--- config.mk ---
export PLATFORM = sky130hd
export DESIGN_NAME = tsv_server
export DESIGN_NICKNAME = d
export VERILOG_FILES = /design/src/design/tsv_vec_ram.v /design/src/design/tsv_prio.v /design/src/design/tsv_server.v
export VERILOG_INCLUDE_DIRS = /design/src /design/src/design
export SDC_FILE = /design/constraint.sdc
export NUM_CORES = 1
export LEC_CHECK = 0
export ABC_AREA = 1
export BUFFER_PORTS_ARGS = -buffer_cell sky130_fd_sc_hd__buf_2
export CAP_MARGIN = 25
export CORE_MARGIN = 2
export CORE_UTILIZATION = 25
export CTS_CLUSTER_DIAMETER = 120
export DETAILED_ROUTE_END_ITERATION = 8
export SYNTH_ARGS = -nofsm -noshare
export SYNTH_HDL_FRONTEND = slang
export SYNTH_HIERARCHICAL = 1
export SYNTH_SLANG_ARGS = --single-unit
--- constraint.sdc ---
create_clock -name clock -period 2.25 [get_ports clock]
set_input_delay 0.1125 -clock clock [delete_from_list [all_inputs] [get_ports clock]]
set_output_delay 0.1125 -clock clock [all_outputs]
set_load 0.02 [all_outputs]
--- src/design/tsv_defs.vh ---
// Shared constants for the transaction server: control block layout, fields, bus map.
`ifndef TSV_DEFS_VH
`define TSV_DEFS_VH
// Control block byte offsets from the rounded vector.
`define TSV_CB_COUNT 3'h0
`define TSV_CB_CTRL 3'h1
`define TSV_CB_SRC_LO 3'h2
`define TSV_CB_SRC_HI 3'h3
`define TSV_CB_DST_LO 3'h4
`define TSV_CB_DST_HI 3'h5
`define TSV_CB_BURST 3'h6
// Quad-word alignment mask for the control block address.
`define TSV_QUAD_MASK 16'hfff8
// Transfer control byte fields.
`define TSV_MODE_HI 7
`define TSV_MODE_LO 5
`define TSV_BIT_BYTE 4
`define TSV_BIT_SU 3
`define TSV_BIT_DU 2
`define TSV_BIT_SI 1
`define TSV_BIT_DI 0
`define TSV_MODE_BLOCK 3'h0
`define TSV_MODE_SINGLE 3'h4
`define TSV_MAX_BURST 8'h20
// Internal address map bounds; everything else is external space.
`define TSV_REG_RAM_END 16'h0200
`define TSV_CODE_RAM_LO 16'h0400
`define TSV_CODE_RAM_END 16'h0500
`define TSV_SFR_LO 16'h1f00
`define TSV_SFR_END 16'h2000
// Avalon register word offsets (byte address bits [5:2]).
`define TSV_REG_ENABLE 4'h0
`define TSV_REG_SELECT 4'h1
`define TSV_REG_DONE 4'h2
`define TSV_REG_STATUS 4'h3
`define TSV_REG_VEC_BASE 4'h8
`define TSV_NSRC 16
`endif

--- src/design/tsv_vec_ram.v ---
// Vector table memory: one control block address per interrupt source.
`timescale 1ns/1ps
module tsv_vec_ram (
  // Clock.
  input wire clock,
  // Write port.
  input wire wr_en,
  input wire [3:0] wr_addr,
  input wire [15:0] wr_data,
  // Registered read port.
  input wire [3:0] rd_addr,
  output reg [15:0] rd_data
);
  reg [15:0] mem [0:15];
  // Write when enabled, read through a register every cycle.
  always @(posedge clock) begin
    if (wr_en) begin
      mem[wr_addr] <= wr_data;
    end
    rd_data <= mem[rd_addr];
  end
endmodule // tsv_vec_ram

--- src/design/tsv_prio.v ---
// Fixed priority picker: highest numbered pending source wins.
`timescale 1ns/1ps
module tsv_prio (
  // Request vector.
  input wire [15:0] req,
  // Result.
  output reg any,
  output reg [3:0] idx
);
  integer i;
  // Later iterations overwrite, so the highest index wins.
  always @* begin
    any = 1'b0;
    idx = 4'h0;
    for (i = 0; i < 16; i = i + 1) begin
      if (req[i]) begin
        any = 1'b1;
        idx = i[3:0];
      end
    end
  end
endmodule // tsv_prio

--- src/design/tsv_server.v ---
// Interrupt-driven transaction server that runs control blocks over a memory bus.
//
// The Avalon-MM register port and the register offsets were chosen for this implementation.
`timescale 1ns/1ps
`include "tsv_defs.vh"
module tsv_server (
  // Clock, reset and enable.
  input wire clock,
  input wire srst,
  input wire clk_en,
  // Avalon-MM register slave.
  input wire [5:0] avs_address,
  input wire avs_read,
  input wire avs_write,
  input wire [31:0] avs_writedata,
  output reg [31:0] avs_readdata,
  output reg avs_waitrequest,
  // Interrupt requests from sources, one-cycle pulses.
  input wire [15:0] irq_in,
  // Byte-wide memory bus master.
  output reg mem_req,
  output reg mem_we,
  output reg [15:0] mem_addr,
  output reg [7:0] mem_wdata,
  output reg mem_ext,
  input wire mem_ack,
  input wire [7:0] mem_rdata,
  // Normal software interrupt to the core.
  output reg sw_irq,
  output reg [3:0] sw_irq_src,
  input wire sw_irq_ack,
  // Busy flag.
  output reg busy
);
  localparam S_IDLE = 4'h0;
  localparam S_VEC = 4'h1;
  localparam S_CB = 4'h2;
  localparam S_RD = 4'h3;
  localparam S_WR = 4'h4;
  localparam S_STEP = 4'h5;
  localparam S_WB = 4'h6;
  localparam S_DONE = 4'h7;
  localparam S_VWAIT = 4'h8;

  // External space: everything outside register file, code RAM and SFRs.
  function is_ext;
    input [15:0] a;
    begin
      is_ext = !((a < `TSV_REG_RAM_END) ||
                 (a >= `TSV_CODE_RAM_LO && a < `TSV_CODE_RAM_END) ||
                 (a >= `TSV_SFR_LO && a < `TSV_SFR_END));
    end
  endfunction

  reg [3:0] st_q;
  reg gen_q;
  reg [15:0] sel_q;
  reg [15:0] done_q;
  reg [15:0] pend_q;
  reg [3:0] src_q;
  reg [15:0] cb_q;
  reg [2:0] idx_q;
  reg [7:0] cnt_q;
  reg [7:0] ctl_q;
  reg [15:0] sp_q;
  reg [15:0] dp_q;
  reg [7:0] bst_q;
  reg [7:0] left_q;
  reg [15:0] dat_q;
  reg hb_q;
  reg vwr_q;
  reg [3:0] vwa_q;
  reg [15:0] vwd_q;
  wire [15:0] vec_rd;
  wire p_any;
  wire [3:0] p_idx;
  wire [15:0] done_pend;
  wire d_any;
  wire [3:0] d_idx;
  wire byte_m = ctl_q[`TSV_BIT_BYTE];
  wire [2:0] mode = ctl_q[`TSV_MODE_HI:`TSV_MODE_LO];
  wire [15:0] step = byte_m ? 16'h0001 : 16'h0002;
  // Requests of unselected sources, or with the server off, belong to software.
  wire [15:0] irq_sel = irq_in & sel_q & {16{gen_q}};

  tsv_vec_ram u_vec (
    .clock(clock),
    .wr_en(vwr_q && clk_en),
    .wr_addr(vwa_q),
    .wr_data(vwd_q),
    .rd_addr(src_q),
    .rd_data(vec_rd)
  );
  // Only selected sources with the global enable reach the server.
  tsv_prio u_prio (
    .req(pend_q & sel_q & {16{gen_q}}),
    .any(p_any),
    .idx(p_idx)
  );
  assign done_pend = done_q;
  tsv_prio u_dprio (
    .req(done_pend),
    .any(d_any),
    .idx(d_idx)
  );

  // Register slave: one wait cycle on every access, then answer.
  always @(posedge clock) begin
    if (srst) begin
      avs_waitrequest <= 1'b1;
      avs_readdata <= 32'h0000_0000;
      vwr_q <= 1'b0;
      vwa_q <= 4'h0;
      vwd_q <= 16'h0000;
    end else if (clk_en) begin
      vwr_q <= 1'b0;
      avs_waitrequest <= 1'b1;
      if ((avs_read || avs_write) && avs_waitrequest) begin
        avs_waitrequest <= 1'b0;
        avs_readdata <= 32'h0000_0000;
        if (avs_read) begin
          case (avs_address[5:2])
            `TSV_REG_ENABLE: avs_readdata <= {31'h0, gen_q};
            `TSV_REG_SELECT: avs_readdata <= {16'h0000, sel_q};
            `TSV_REG_DONE: avs_readdata <= {16'h0000, done_q};
            `TSV_REG_STATUS: avs_readdata <= {23'h0, busy, src_q, st_q};
            default: avs_readdata <= 32'h0000_0000;
          endcase
        end else if (avs_address[5]) begin
          vwr_q <= 1'b1;
          vwa_q <= {avs_address[4:2], 1'b0} | {3'h0, 1'b0};
          vwd_q <= avs_writedata[15:0];
        end
      end
    end
  end

  // Software interrupt output: highest pending done flag by priority order.
  always @(posedge clock) begin
    if (srst) begin
      sw_irq <= 1'b0;
      sw_irq_src <= 4'h0;
    end else if (clk_en) begin
      sw_irq <= d_any;
      sw_irq_src <= d_idx;
    end
  end

  // Server engine with its control and status state.
  always @(posedge clock) begin
    if (srst) begin
      st_q <= S_IDLE;
      gen_q <= 1'b0;
      sel_q <= 16'h0000;
      done_q <= 16'h0000;
      pend_q <= 16'h0000;
      src_q <= 4'h0;
      cb_q <= 16'h0000;
      idx_q <= 3'h0;
      cnt_q <= 8'h00;
      ctl_q <= 8'h00;
      sp_q <= 16'h0000;
      dp_q <= 16'h0000;
      bst_q <= 8'h00;
      left_q <= 8'h00;
      dat_q <= 16'h0000;
      hb_q <= 1'b0;
      mem_req <= 1'b0;
      mem_we <= 1'b0;
      mem_addr <= 16'h0000;
      mem_wdata <= 8'h00;
      mem_ext <= 1'b0;
      busy <= 1'b0;
    end else if (clk_en) begin
      // Software writes to enable, select and done registers.
      if (avs_write && avs_waitrequest && !avs_address[5]) begin
        case (avs_address[5:2])
          `TSV_REG_ENABLE: gen_q <= avs_writedata[0];
          `TSV_REG_SELECT: sel_q <= avs_writedata[15:0];
          `TSV_REG_DONE: done_q <= done_q & ~avs_writedata[15:0];
          default: gen_q <= gen_q;
        endcase
      end
      if (sw_irq_ack) begin
        done_q[sw_irq_src] <= 1'b0;
      end
      // New requests latch; a request never gets lost while a cycle runs.
      pend_q <= pend_q | irq_sel;
      case (st_q)
        S_IDLE: begin
          busy <= 1'b0;
          if (p_any) begin
            src_q <= p_idx;
            pend_q <= (pend_q & ~(16'h0001 << p_idx)) | irq_sel;
            busy <= 1'b1;
            st_q <= S_VWAIT;
          end
        end
        S_VWAIT: st_q <= S_VEC;
        S_VEC: begin
          cb_q <= vec_rd & `TSV_QUAD_MASK;
          idx_q <= `TSV_CB_COUNT;
          mem_req <= 1'b1;
          mem_we <= 1'b0;
          mem_addr <= vec_rd & `TSV_QUAD_MASK;
          mem_ext <= 1'b0;
          st_q <= S_CB;
        end
        S_CB: begin
          // Each block byte is its own request, with one idle cycle between.
          if (!mem_req) begin
            mem_req <= 1'b1;
            mem_addr <= cb_q + {13'h0000, idx_q};
          end else if (mem_ack) begin
            mem_req <= 1'b0;
            case (idx_q)
              `TSV_CB_COUNT: cnt_q <= mem_rdata;
              `TSV_CB_CTRL: ctl_q <= mem_rdata;
              `TSV_CB_SRC_LO: sp_q[7:0] <= mem_rdata;
              `TSV_CB_SRC_HI: sp_q[15:8] <= mem_rdata;
              `TSV_CB_DST_LO: dp_q[7:0] <= mem_rdata;
              `TSV_CB_DST_HI: dp_q[15:8] <= mem_rdata;
              default: bst_q <= mem_rdata;
            endcase
            if (idx_q == `TSV_CB_BURST ||
                (idx_q == `TSV_CB_DST_HI && ctl_q[`TSV_MODE_HI:`TSV_MODE_LO]
                 != `TSV_MODE_BLOCK)) begin
              // Single mode moves one item; block mode its burst, capped.
              if (mode == `TSV_MODE_SINGLE || idx_q != `TSV_CB_BURST) begin
                left_q <= 8'h01;
              end else if (mem_rdata > `TSV_MAX_BURST) begin
                left_q <= `TSV_MAX_BURST;
              end else begin
                left_q <= mem_rdata;
              end
              hb_q <= 1'b0;
              st_q <= S_RD;
            end else begin
              idx_q <= idx_q + 3'h1;
            end
          end
        end
        S_RD: begin
          if (left_q == 8'h00) begin
            st_q <= S_WB; // zero burst moves nothing.
            idx_q <= `TSV_CB_SRC_LO;
          end else if (!mem_req) begin
            mem_req <= 1'b1;
            mem_we <= 1'b0;
            mem_addr <= sp_q + {15'h0000, hb_q};
            mem_ext <= is_ext(sp_q + {15'h0000, hb_q});
          end else if (mem_ack) begin
            mem_req <= 1'b0;
            if (hb_q) dat_q[15:8] <= mem_rdata;
            else dat_q[7:0] <= mem_rdata;
            if (byte_m || hb_q) begin
              hb_q <= 1'b0;
              st_q <= S_WR;
            end else begin
              hb_q <= 1'b1;
            end
          end
        end
        S_WR: begin
          if (!mem_req) begin
            mem_req <= 1'b1;
            mem_we <= 1'b1;
            mem_addr <= dp_q + {15'h0000, hb_q};
            mem_wdata <= hb_q ? dat_q[15:8] : dat_q[7:0];
            mem_ext <= is_ext(dp_q + {15'h0000, hb_q});
          end else if (mem_ack) begin
            mem_req <= 1'b0;
            mem_we <= 1'b0;
            if (byte_m || hb_q) begin
              hb_q <= 1'b0;
              st_q <= S_STEP;
            end else begin
              hb_q <= 1'b1;
            end
          end
        end
        S_STEP: begin
          // Increments follow the destination write.
          if (ctl_q[`TSV_BIT_SI]) sp_q <= sp_q + step;
          if (ctl_q[`TSV_BIT_DI]) dp_q <= dp_q + step;
          left_q <= left_q - 8'h01;
          idx_q <= `TSV_CB_SRC_LO;
          st_q <= (left_q == 8'h01) ? S_WB : S_RD;
        end
        S_WB: begin
          // Write-back of pointers only for set update bits, then countdown.
          if (!mem_req) begin
            if (idx_q == `TSV_CB_SRC_LO && !ctl_q[`TSV_BIT_SU]) begin
              idx_q <= `TSV_CB_DST_LO;
            end else if (idx_q == `TSV_CB_DST_LO && !ctl_q[`TSV_BIT_DU]) begin
              idx_q <= `TSV_CB_COUNT;
            end else begin
              mem_req <= 1'b1;
              mem_we <= 1'b1;
              mem_ext <= 1'b0;
              mem_addr <= cb_q + {13'h0000, idx_q};
              case (idx_q)
                `TSV_CB_SRC_LO: mem_wdata <= sp_q[7:0];
                `TSV_CB_SRC_HI: mem_wdata <= sp_q[15:8];
                `TSV_CB_DST_LO: mem_wdata <= dp_q[7:0];
                `TSV_CB_DST_HI: mem_wdata <= dp_q[15:8];
                default: mem_wdata <= cnt_q - 8'h01;
              endcase
            end
          end else if (mem_ack) begin
            mem_req <= 1'b0;
            mem_we <= 1'b0;
            case (idx_q)
              `TSV_CB_SRC_LO: idx_q <= `TSV_CB_SRC_HI;
              `TSV_CB_SRC_HI: idx_q <= `TSV_CB_DST_LO;
              `TSV_CB_DST_LO: idx_q <= `TSV_CB_DST_HI;
              `TSV_CB_DST_HI: idx_q <= `TSV_CB_COUNT;
              default: st_q <= S_DONE;
            endcase
          end
        end
        S_DONE: begin
          if (cnt_q == 8'h01) begin
            sel_q[src_q] <= 1'b0;
            done_q[src_q] <= 1'b1;
          end
          busy <= 1'b0;
          st_q <= S_IDLE;
        end
        default: st_q <= S_IDLE;
      endcase
    end
  end
endmodule // tsv_server

==> key figures, run 1 <==
Cells and area
  • Share of layout cells above drive strength 1: 0.1188
  • Register area: 10780 µm²
  • Multi-input logic area: 8690 µm²
  • Most common cell after layout, fill and taps aside: nand2_1
  • Most frequent cells in the layout: nand2_1, inv_1, nand3_1, nor2_1, dfxtp_1
  • Nets: 3029
  • Core Util, Final: 0.3026
  • Fill cells: 9104
  • Area grow syn2layout: 19.93%

Timing
  • Final hold vios: 0
  • RSZ-0062 raised after global routing: true
  • Achievable clock frequency: 0.4561 GHz
  • Worst slew pin tran: 1.577 ns
  • Min Tclk post-route: 2.193 ns
  • # setup viols final: 0
  • Sum Neg Setup Slack: 0 ns
  • Final worst-path cycle share: 0.9745
  • Final slew viol count: 42
  • Clock Skew: 0.03478 ns
  • Slew HR: -0.05511

Clock tree
  • Sink Count: 434
  • CTS Buf Count: 48
  • H-tree depth: 2
  • Reg clk slew, reported paths: 0.06 ns
  • Clk_lat worst skew: 0.61 ns
  • Clock buffer depth: 3
  • CTS tree: built
  • CTS root buffer: clkbuf_16

Die
  • Starting density of the core: 0.2523
  • Die ar.: 88430 µm²
  • Core Area: 85280 µm²
  • Die Span X: 297.4 µm
  • Ports: 135
  • Die Y: 297.4 µm
  • Row cnt: 107

Critical path
  • CP required: 2.71 ns
  • Setup crit start: left_q[0]
  • Endpoint type of the worst setup path: flop
  • CP arrival: 2.66 ns
  • R2R depth: 10
  • CP max FO: 16
  • Reg-to-Reg Start: left_q[0]
  • Critical path type: reg -> reg
  • Crit start category: flop

Power
  • Peak VDD IR: 0.0005577 V
  • Switch Pwr: 5.126 mW
  • Internal power: 13.71 mW
  • Sw Share: 0.2721
  • Combinational power share: 0.117
  • PD cells: 730.1 nW/µm²
  • Pleak: 10.21 nW
  • Clock power share: 0.425
  • Seq pwr share: 0.458

Job
  • Max_cap viols: 0

Hold path
  • Worst Hold Class: in -> reg
  • Worst Hold Path Cells: 6
  • Hold Startpoint: sw_irq_ack

GRT
  • Grt ovf: 0
  • Largest net degree at the start of global routing: 105
  • First-pass GRT wire length: 105500 µm
  • Number of global-route vias before repair: 17700
  • Total track usage: 0.1520
  • Initial antenna violation count: 4

Detailed routing
  • WL/cell: 16.88 µm
  • TritonRoute pass-1 iters: 8
  • DR iter-0 viols: 1789
  • Via count: 19260
  • Antenna Violating Nets Remaining: 0
  • # DRC: 0
  • Final wirelength: 69600 µm
  • Via density per instance: 4.669

Placement
  • PortBufs: 100
  • GPL Wtd Cong: 0.9350
  • Final HPWL DP: 49570 µm

Synth
  • Mean Syn Cell Area: 7.785 µm²
  • Post-Syn Area: 21520 µm²
  • Synthesis Warnings: 6
  • Synthesized instance count: 2764

Outcome
  • Failing checks: slew limit
  • Status: finished, violations left
## what timing repair did
action	in CTS	in global routing
hold buffers	49	0
pin swaps	0	5
endpoints found under the hold margin	90	0
cloned	0	1
resized for setup	6	35
setup buffers	0	1
setup endpoints to repair	7	49
## state kept, by name, summed over array words and instances, names as in the netlist, 8 cells and up
| signal | cells |
|---|---|
| sel_q | 16 |
| done_pend | 16 |
| cnt_q | 8 |
| dat_q | 16 |
| mem_addr | 16 |
| u_vec/rd_data | 13 |
| ctl_q | 8 |
| sp_q | 16 |
| vwd_q | 13 |
| avs_readdata | 16 |
| dp_q | 16 |
| left_q | 8 |
| cb_q | 13 |
| mem_wdata | 8 |
| pend_q | 16 |
| u_vec/mem | 208 |
## layer usage
layer / vias up / share of wire / track usage
met3: 119 / 0.067 / 0.02812
met5: - / 0.00016 / 0
met1: 9076 / 0.46 / 0.2123
met2: 619 / 0.45 / 0.2385
met4: 2 / 0.026 / 0.04425
li1: 9440 / - / -
## path summary, 6_finish.rpt
check | end | slack [ns]
hold / removal | done_pend[8] | 0.05
setup reg to reg | dat_q[14] | 0.06
hold reg to reg | dat_q[9] | 0.45
setup / recovery | dat_q[14] | 0.06
## stage by stage
step / hold slack, ns / cell area, µm² / total power [mW] / cells / worst slack (ns)
after floorplan: 0.2474 / 21590 / 10.04 / 2782 / 0.002973
after global placement: 0.3707 / 23580 / 10.85 / 3983 / -0.07035
after detailed placement: 0.3868 / 23580 / 10.86 / 3983 / -0.04132
after CTS: 0.007174 / 25670 / 18.92 / 4121 / -0.01094
after global routing: 0.07823 / 25810 / 19.56 / 4124 / -0.2200
final: 0.04566 / 25810 / 18.84 / 4124 / 0.05738
## cell type report
class / instances / share of cell area
Tap cell: 1144 / 0.05547
Timing Repair Buffer: 245 / 0.06948
Multi-Input combinational cell: 1817 / 0.3367
Sequential cell: 434 / 0.4177
Antenna cell: 1 / 0.00009697
Clock buffer: 67 / 0.05125
Clock inverter: 22 / 0.01042
Inverter: 393 / 0.05862
Timing Repair inverter: 1 / 0.0002424
## critical path, stage by stage, from the launching register on
cell     delay, ns
dfxtp_1       0.40
inv_1         0.10
ha_1          0.22
nand2_1       0.10
inv_1         0.12
nand2_1       0.09
nand2_1       0.10
inv_1         0.13
nand3_1       0.41
o21ai_0       0.33
a21oi_1       0.06
## power by group through the flow
stage          Clock [mW]  Combinational (mW)  Sequential, mW
2_1_floorplan           0                1.22            8.82
3_3_place_gp            0                2.05            8.80
3_5_place_dp            0                2.06            8.80
4_1_cts              8.15                2.13            8.63
5_1_grt              8.49                2.41            8.66
6_report             8.00                2.21            8.64
Power figures use the tool's default switching activity.
==> run 2: changes to the inputs <==
CELL_PAD_IN_SITES_DETAIL_PLACEMENT = 0   (was default)
CELL_PAD_IN_SITES_GLOBAL_PLACEMENT = 1   (was default)
CORE_UTILIZATION = 33   (was 25)
PLACE_DENSITY_LB_ADDON = 0.1   (was default)
==> key figures, run 2 (same netlist as run 1, synthesis figures left out) <==
Outcome
  • Status: finished, violations left
  • Failing checks: slew limit

Critical path
  • CP arrival: 2.61 ns (-0.05 ns)
  • End of the critical path: pend_q[9]
  • Reg-to-Reg End: pend_q[9]
  • R2R depth: 20 (+10)
  • Crit start category: flop
  • CP max FO: 5 (-11)
  • R2R Setup Slk: 0.15 ns (+0.09 ns)
  • Setup crit start: gen_q
  • Reg-to-Reg Start: gen_q
  • CP required: 2.75 ns (+0.04 ns)
  • Critical path type: reg -> reg
  • Endpoint type of the worst setup path: flop

Cells and area
  • Area grow syn2layout: 20.34%
  • Largest Register: u_vec/mem
  • Nets: 3054 (+0.83%)
  • Most common cell after layout, fill and taps aside: nand2_1
  • Most frequent cells in the layout: nand2_1, inv_1, nand3_1, nor2_1, dfxtp_1
  • Fill cells: 6649 (-27%)
  • Layout Cells excl Fill: 3862 (-6.4%)
  • Multi-input logic area: 8772 µm² (+0.95%)
  • Share of layout cells above drive strength 1: 0.1341 (+0.01523)
  • Max reg flops: 208 (unchanged)
  • Register area: 10780 µm² (about the same)

GRT
  • Total track usage: 0.2168 (+0.06483)
  • Initial antenna violation count: 1 (-3)
  • First-pass GRT wire length: 112000 µm (+6.1%)
  • Largest net degree at the start of global routing: 98 (-6.7%)
  • Number of global-route vias before repair: 18210 (+2.9%)
  • Grt ovf: 0 (unchanged)

Detailed routing
  • Antenna Violating Nets Remaining: 0 (unchanged)
  • TritonRoute pass-1 iters: 5 (-3)
  • DR iter-0 viols: 1334 (-25%)
  • WL/cell: 19.08 µm (+13%)
  • Via density per instance: 4.944 (+5.9%)
  • # DRC: 0 (unchanged)
  • Final wirelength: 73700 µm (+5.9%)
  • Via count: 19090 (-0.84%)

Clock tree
  • Clock buffer depth: 3 (unchanged)
  • CTS Buf Count: 51 (+6.3%)
  • Sink Count: 434 (unchanged)
  • Reg clk slew, reported paths: 0.07 ns (about the same)
  • H-tree depth: 2 (unchanged)
  • Clk_lat worst skew: 0.64 ns (+0.03 ns)
  • CTS root buffer: clkbuf_16
  • CTS tree: built

Job
  • Max_cap viols: 0 (unchanged)

Timing
  • Min Tclk post-route: 2.104 ns (-0.08839 ns)
  • Achievable clock frequency: 0.4752 GHz (+4.2%)
  • Worst slew pin tran: 1.588 ns (+0.01067 ns)
  • # setup viols final: 0 (unchanged)
  • Slew HR: -0.06225 (-0.007142)
  • Final slew viol count: 29 (-31%)
  • Final worst-path cycle share: 0.9352 (-0.03928)
  • Clock Skew: 0.06266 ns (+0.02788 ns)
  • Min Hold Slack: 0.02420 ns (-0.02146 ns)
  • Final hold vios: 0 (unchanged)

Die
  • Ports: 135 (unchanged)
  • Die Span X: 259.4 µm (-13%)
  • Core Area: 64460 µm² (-24%)
  • Starting density of the core: 0.3338 (+0.08148)
  • Die ar.: 67270 µm² (-24%)
  • Die Y: 259.4 µm (-13%)
  • Row cnt: 93 (-13%)

Power
  • Pwr Total: 19.64 mW (+4.2%)
  • PD cells: 758.4 nW/µm² (+3.9%)
  • Pleak: 10.50 nW (+2.8%)
  • Peak VDD IR: 0.0006361 V (+14%)

Placement
  • GPL Wtd Cong: 0.9225 (-1.3%)
  • Final HPWL DP: 52800 µm (+6.5%)
  • PortBufs: 100 (unchanged)
  • Placed cell count: 3711 (-6.8%)

Hold path
  • Worst Hold Class: in -> reg
-- run 2: layout make-up --
class | instances | area share
well taps | 855 | 0.04131
flip-flops and latches | 434 | 0.4164
multi-input cells | 1817 | 0.3388
clock inverters | 31 | 0.01585
inverters | 393 | 0.05851
clock buffers | 63 | 0.05218
repair buffers | 268 | 0.07687
diodes | 1 | 0.00009664
-- run 2: layer usage --
layer / global-route usage / up-vias / part of all wire
met1: 0.2900 / 9088 / 0.45
li1: - / 9495 / -
met4: 0.06497 / 0 / 0.026
met2: 0.3659 / 413 / 0.48
met5: 0 / - / 0
met3: 0.02695 / 98 / 0.042
-- run 2: worst min-delay path by stage --
stage | start | end | cells after the start
2_1_floorplan | avs_writedata[3] | vwd_q[3] | 2
3_3_place_gp | avs_address[4] | vwa_q[3] | 3
3_5_place_dp | avs_address[4] | vwa_q[3] | 3
4_1_cts | clk_en | pend_q[14] | 3
5_1_grt | clk_en | pend_q[14] | 3
6_report | clk_en | pend_q[14] | 3
-- run 2: where the power goes --
part / switching [mW] / total [mW] / leakage [nW] / internal, mW
combinational: 1.55 / 2.25 / 5.66 / 0.695
clock: 3.64 / 8.75 / 0.847 / 5.11
sequential: 0.206 / 8.64 / 4.00 / 8.43
total: 5.40 / 19.6 / 10.5 / 14.2
-- run 2: worst max-delay path: stages, from the launching register on --
cell and delay [ns]:
dfxtp_2 0.35, inv_4 0.06, nor3_1 0.26, nand2_1 0.09, nand2_1 0.06, nand2_1 0.06
nand2_1 0.06, nand2_1 0.05, nand2_1 0.06, nand2_1 0.05, nand2_1 0.05, nand2_1 0.05
nand2_1 0.06, nand2_1 0.04, nand2_1 0.07, nand2_1 0.06, nand2_2 0.08, buf_4 0.12
nand2_1 0.10, nor2_2 0.15, a31oi_1 0.09
-- run 2: what timing repair did --
item | in CTS | in global routing
hold buffers | 49 | 0
hold endpoints to repair | 96 | 0
pin swaps | 3 | 17
gates resized for setup | 16 | 57
setup buffers | 1 | 6
setup endpoints to repair | 19 | 50
-- run 2: per-stage QoR --
step | setup TNS, ns | area, µm² | setup slack, ns | util
6_report | 0 | 25890 | 0.1458 | 0.4017
4_1_cts | -0.03583 | 25680 | -0.02096 | 0.3983
5_1_grt | -0.04400 | 25890 | -0.01744 | 0.4017
2_1_floorplan | 0 | 21590 | 0.002973 | -
3_5_place_dp | -0.4274 | 23360 | -0.07305 | 0.3623
3_3_place_gp | -0.5108 | 23360 | -0.07500 | 0.3623
==> run 3: changes to the inputs <==
CORE_UTILIZATION = 43   (was 33)
==> key figures, run 3 (same netlist as run 1, synthesis figures left out) <==
Outcome
  • Status: finished, violations left
  • Failing checks: slew limit

Placement
  • GPL Wtd Cong: 0.9359 (+1.5%)
  • Post-Place Setup Slack: -0.02552 ns (+0.04752 ns)
  • Post-DP Area: 23110 µm² (-1.1%)
  • PortBufs: 100 (unchanged)
  • Final HPWL DP: 50620 µm (-4.1%)

Cells and area
  • Finished Cell Area: 25590 µm² (-1.2%)
  • Nets: 3043 (-0.36%)
  • Antenna fix cells: 0 (-1)
  • Area grow syn2layout: 18.92%
  • Share of layout cells above drive strength 1: 0.1303 (-0.003718)
  • Largest Register: u_vec/mem
  • Most common cell after layout, fill and taps aside: nand2_1
  • Max reg flops: 208 (unchanged)
  • Most frequent cells in the layout: nand2_1, inv_1, nand3_1, nor2_1, dfxtp_1

GRT
  • Total track usage: 0.2689 (+0.05211)
  • Grt ovf: 0 (unchanged)
  • Initial antenna violation count: 0 (-1)
  • Largest net degree at the start of global routing: 105 (+7.1%)
  • First-pass GRT wire length: 109000 µm (-2.6%)
  • Number of global-route vias before repair: 18340 (+0.69%)

Power
  • Peak VDD IR: 0.0006703 V (+5.4%)
  • Pleak: 10.39 nW (-1.1%)
  • Internal power: 14.43 mW (+1.3%)
  • Pwr Total: 19.56 mW (-0.40%)
  • Clock power share: 0.443 (-0.003)
  • Seq pwr share: 0.443 (+0.003)
  • Combinational power share: 0.114 (about the same)
  • PD cells: 764.4 nW/µm² (+0.79%)
  • Switch Pwr: 5.134 mW (-4.9%)
  • Sw Share: 0.2625 (-0.01257)

Critical path
  • Critical path's slowest cell: or2_2
  • Endpoint type of the worst setup path: flop
  • CP required: 2.73 ns (-0.02 ns)
  • Critical path type: reg -> reg
  • CP cell instances: inv_4 -> buf_6 -> nor3_2 -> bufinv_8 -> buf_4 -> nand3_1 -> nor2_1 -> nand3_1 -> inv_1 -> or2_2 -> nor2_2 -> a31oi_1
  • CP max FO: 12 (+7)
  • Crit start category: flop
  • R2R depth: 12 (-40%)
  • CP most frequent cell: nand3_1
  • CP arrival: 2.59 ns (-0.02 ns)
  • Worst path max stage delay: 0.38 ns (+0.03 ns)

Clock tree
  • Reg clk slew, reported paths: 0.06 ns (about the same)
  • Sink Count: 434 (unchanged)
  • Clock buffer depth: 3 (unchanged)
  • CTS Buf Count: 48 (-5.9%)
  • Clk_lat worst skew: 0.61 ns (-0.03 ns)
  • H-tree depth: 2 (unchanged)
  • CTS tree: built
  • CTS root buffer: clkbuf_16

Detailed routing
  • TritonRoute pass-1 iters: 5 (unchanged)
  • WL/cell: 19.51 µm (+2.2%)
  • DR iter-0 viols: 1758 (+32%)
  • Final wirelength: 71310 µm (-3.2%)
  • Via count: 19350 (+1.4%)
  • Via density per instance: 5.293 (+7.1%)
  • # DRC: 0 (unchanged)
  • Antenna Violating Nets Remaining: 0 (unchanged)

Die
  • Die Y: 227.7 µm (-12%)
  • Ports: 135 (unchanged)
  • Die Span X: 227.7 µm (-12%)
  • Core Area: 49150 µm² (-24%)
  • Row cnt: 81 (-13%)
  • Starting density of the core: 0.4378 (+0.1040)
  • Die ar.: 51850 µm² (-23%)

Timing
  • Min Tclk post-route: 2.112 ns (+0.007819 ns)
  • RSZ-0062 raised after global routing: true
  • Setup slack after layout: 0.1380 ns (-0.007819 ns)
  • Achievable clock frequency: 0.4735 GHz (-0.37%)
  • Clock Skew: 0.01867 ns (-0.04399 ns)
  • Slew HR: -0.2116 (-0.1494)
  • Final worst-path cycle share: 0.9387 (+0.003475)
  • # setup viols final: 0 (unchanged)
  • Final hold vios: 0 (unchanged)
  • Worst slew pin tran: 1.811 ns (+0.2232 ns)
  • Min Hold Slack: 0.04157 ns (+0.01737 ns)
  • Final slew viol count: 56 (+93%)

Hold path
  • Worst Hold Path Cells: 4 (+1)
  • Worst Hold Class: in -> reg

Job
  • Max_cap viols: 0 (unchanged)
run 3: cell types whose count changed in the layout (fill, tap and decap cells not counted), sizes merged:
| cell | delta |
|---|---|
| clkinv | -13 |
| buf | -7 |
| clkbuf | +5 |
| bufinv | +2 |
| dlygate4sd3 | -2 |
| diode | -1 |
| inv | +1 |
run 3: worst max-delay path: cells and delay by family, from the launching register on:
family / cells / cell delay, ns
AND/OR/NAND/NOR: 6 / 0.94
AO/OA/AOI/OAI: 1 / 0.10
flip-flops: 1 / 0.35
buffers and inverters: 5 / 0.59
run 3: path summary, 6_finish.rpt:
check | from | endpoint | slack, ns
worst max-delay path | gen_q | pend_q[9] | 0.14
worst min-delay path | avs_read | vwd_q[15] | 0.04
worst max register to register | gen_q | pend_q[9] | 0.14
worst min register to register | dat_q[5] | dat_q[5] | 0.44
run 3: power by group through the flow:
| stage | registers, mW | logic, mW | clock network [mW] |
|---|---|---|---|
| after floorplan | 8.82 | 1.22 | 0 |
| after CTS | 8.66 | 2.10 | 8.81 |
| after global placement | 8.82 | 2.02 | 0 |
| after detailed placement | 8.83 | 2.03 | 0 |
| after global routing | 8.69 | 2.45 | 9.16 |
| final | 8.66 | 2.24 | 8.66 |
run 3: repair_timing:
action,4_1_cts,5_1_grt
setup buffers,0,6
pin swaps,0,9
cloned,0,1
endpoints found under the setup margin,3,59
hold endpoints to repair,93,0
hold buffers,47,0
gates resized for setup,1,60
run 3: cell type report:
cell class / count / area (µm²)
sequential: 434 / 10780
multi-input combinational: 1817 / 8736
tap: 664 / 830.8
inverter: 393 / 1516
fill: 4713 / 23560
clock inverter: 20 / 397.9
timing repair inverter: 1 / 6.256
clock buffer: 68 / 1356
timing repair buffer: 259 / 1963
run 3: layer usage:
metal | global-route usage | share of wire | up-vias
met5 | 0 | 0 | -
met4 | 0.08265 | 0.026 | 0
met2 | 0.4240 | 0.45 | 596
met3 | 0.04233 | 0.061 | 103
li1 | - | - | 9462
met1 | 0.3800 | 0.46 | 9191
run 3: per-stage QoR:
step                 TNS (ns)  utilization  instances
floorplan                   0            -       2782
global placement     -0.03312       0.4702       3514
detailed placement   -0.05876       0.4702       3514
CTS                 -0.005584       0.5155       3649
global route         -0.01012       0.5206       3656
finish                      0       0.5206       3656
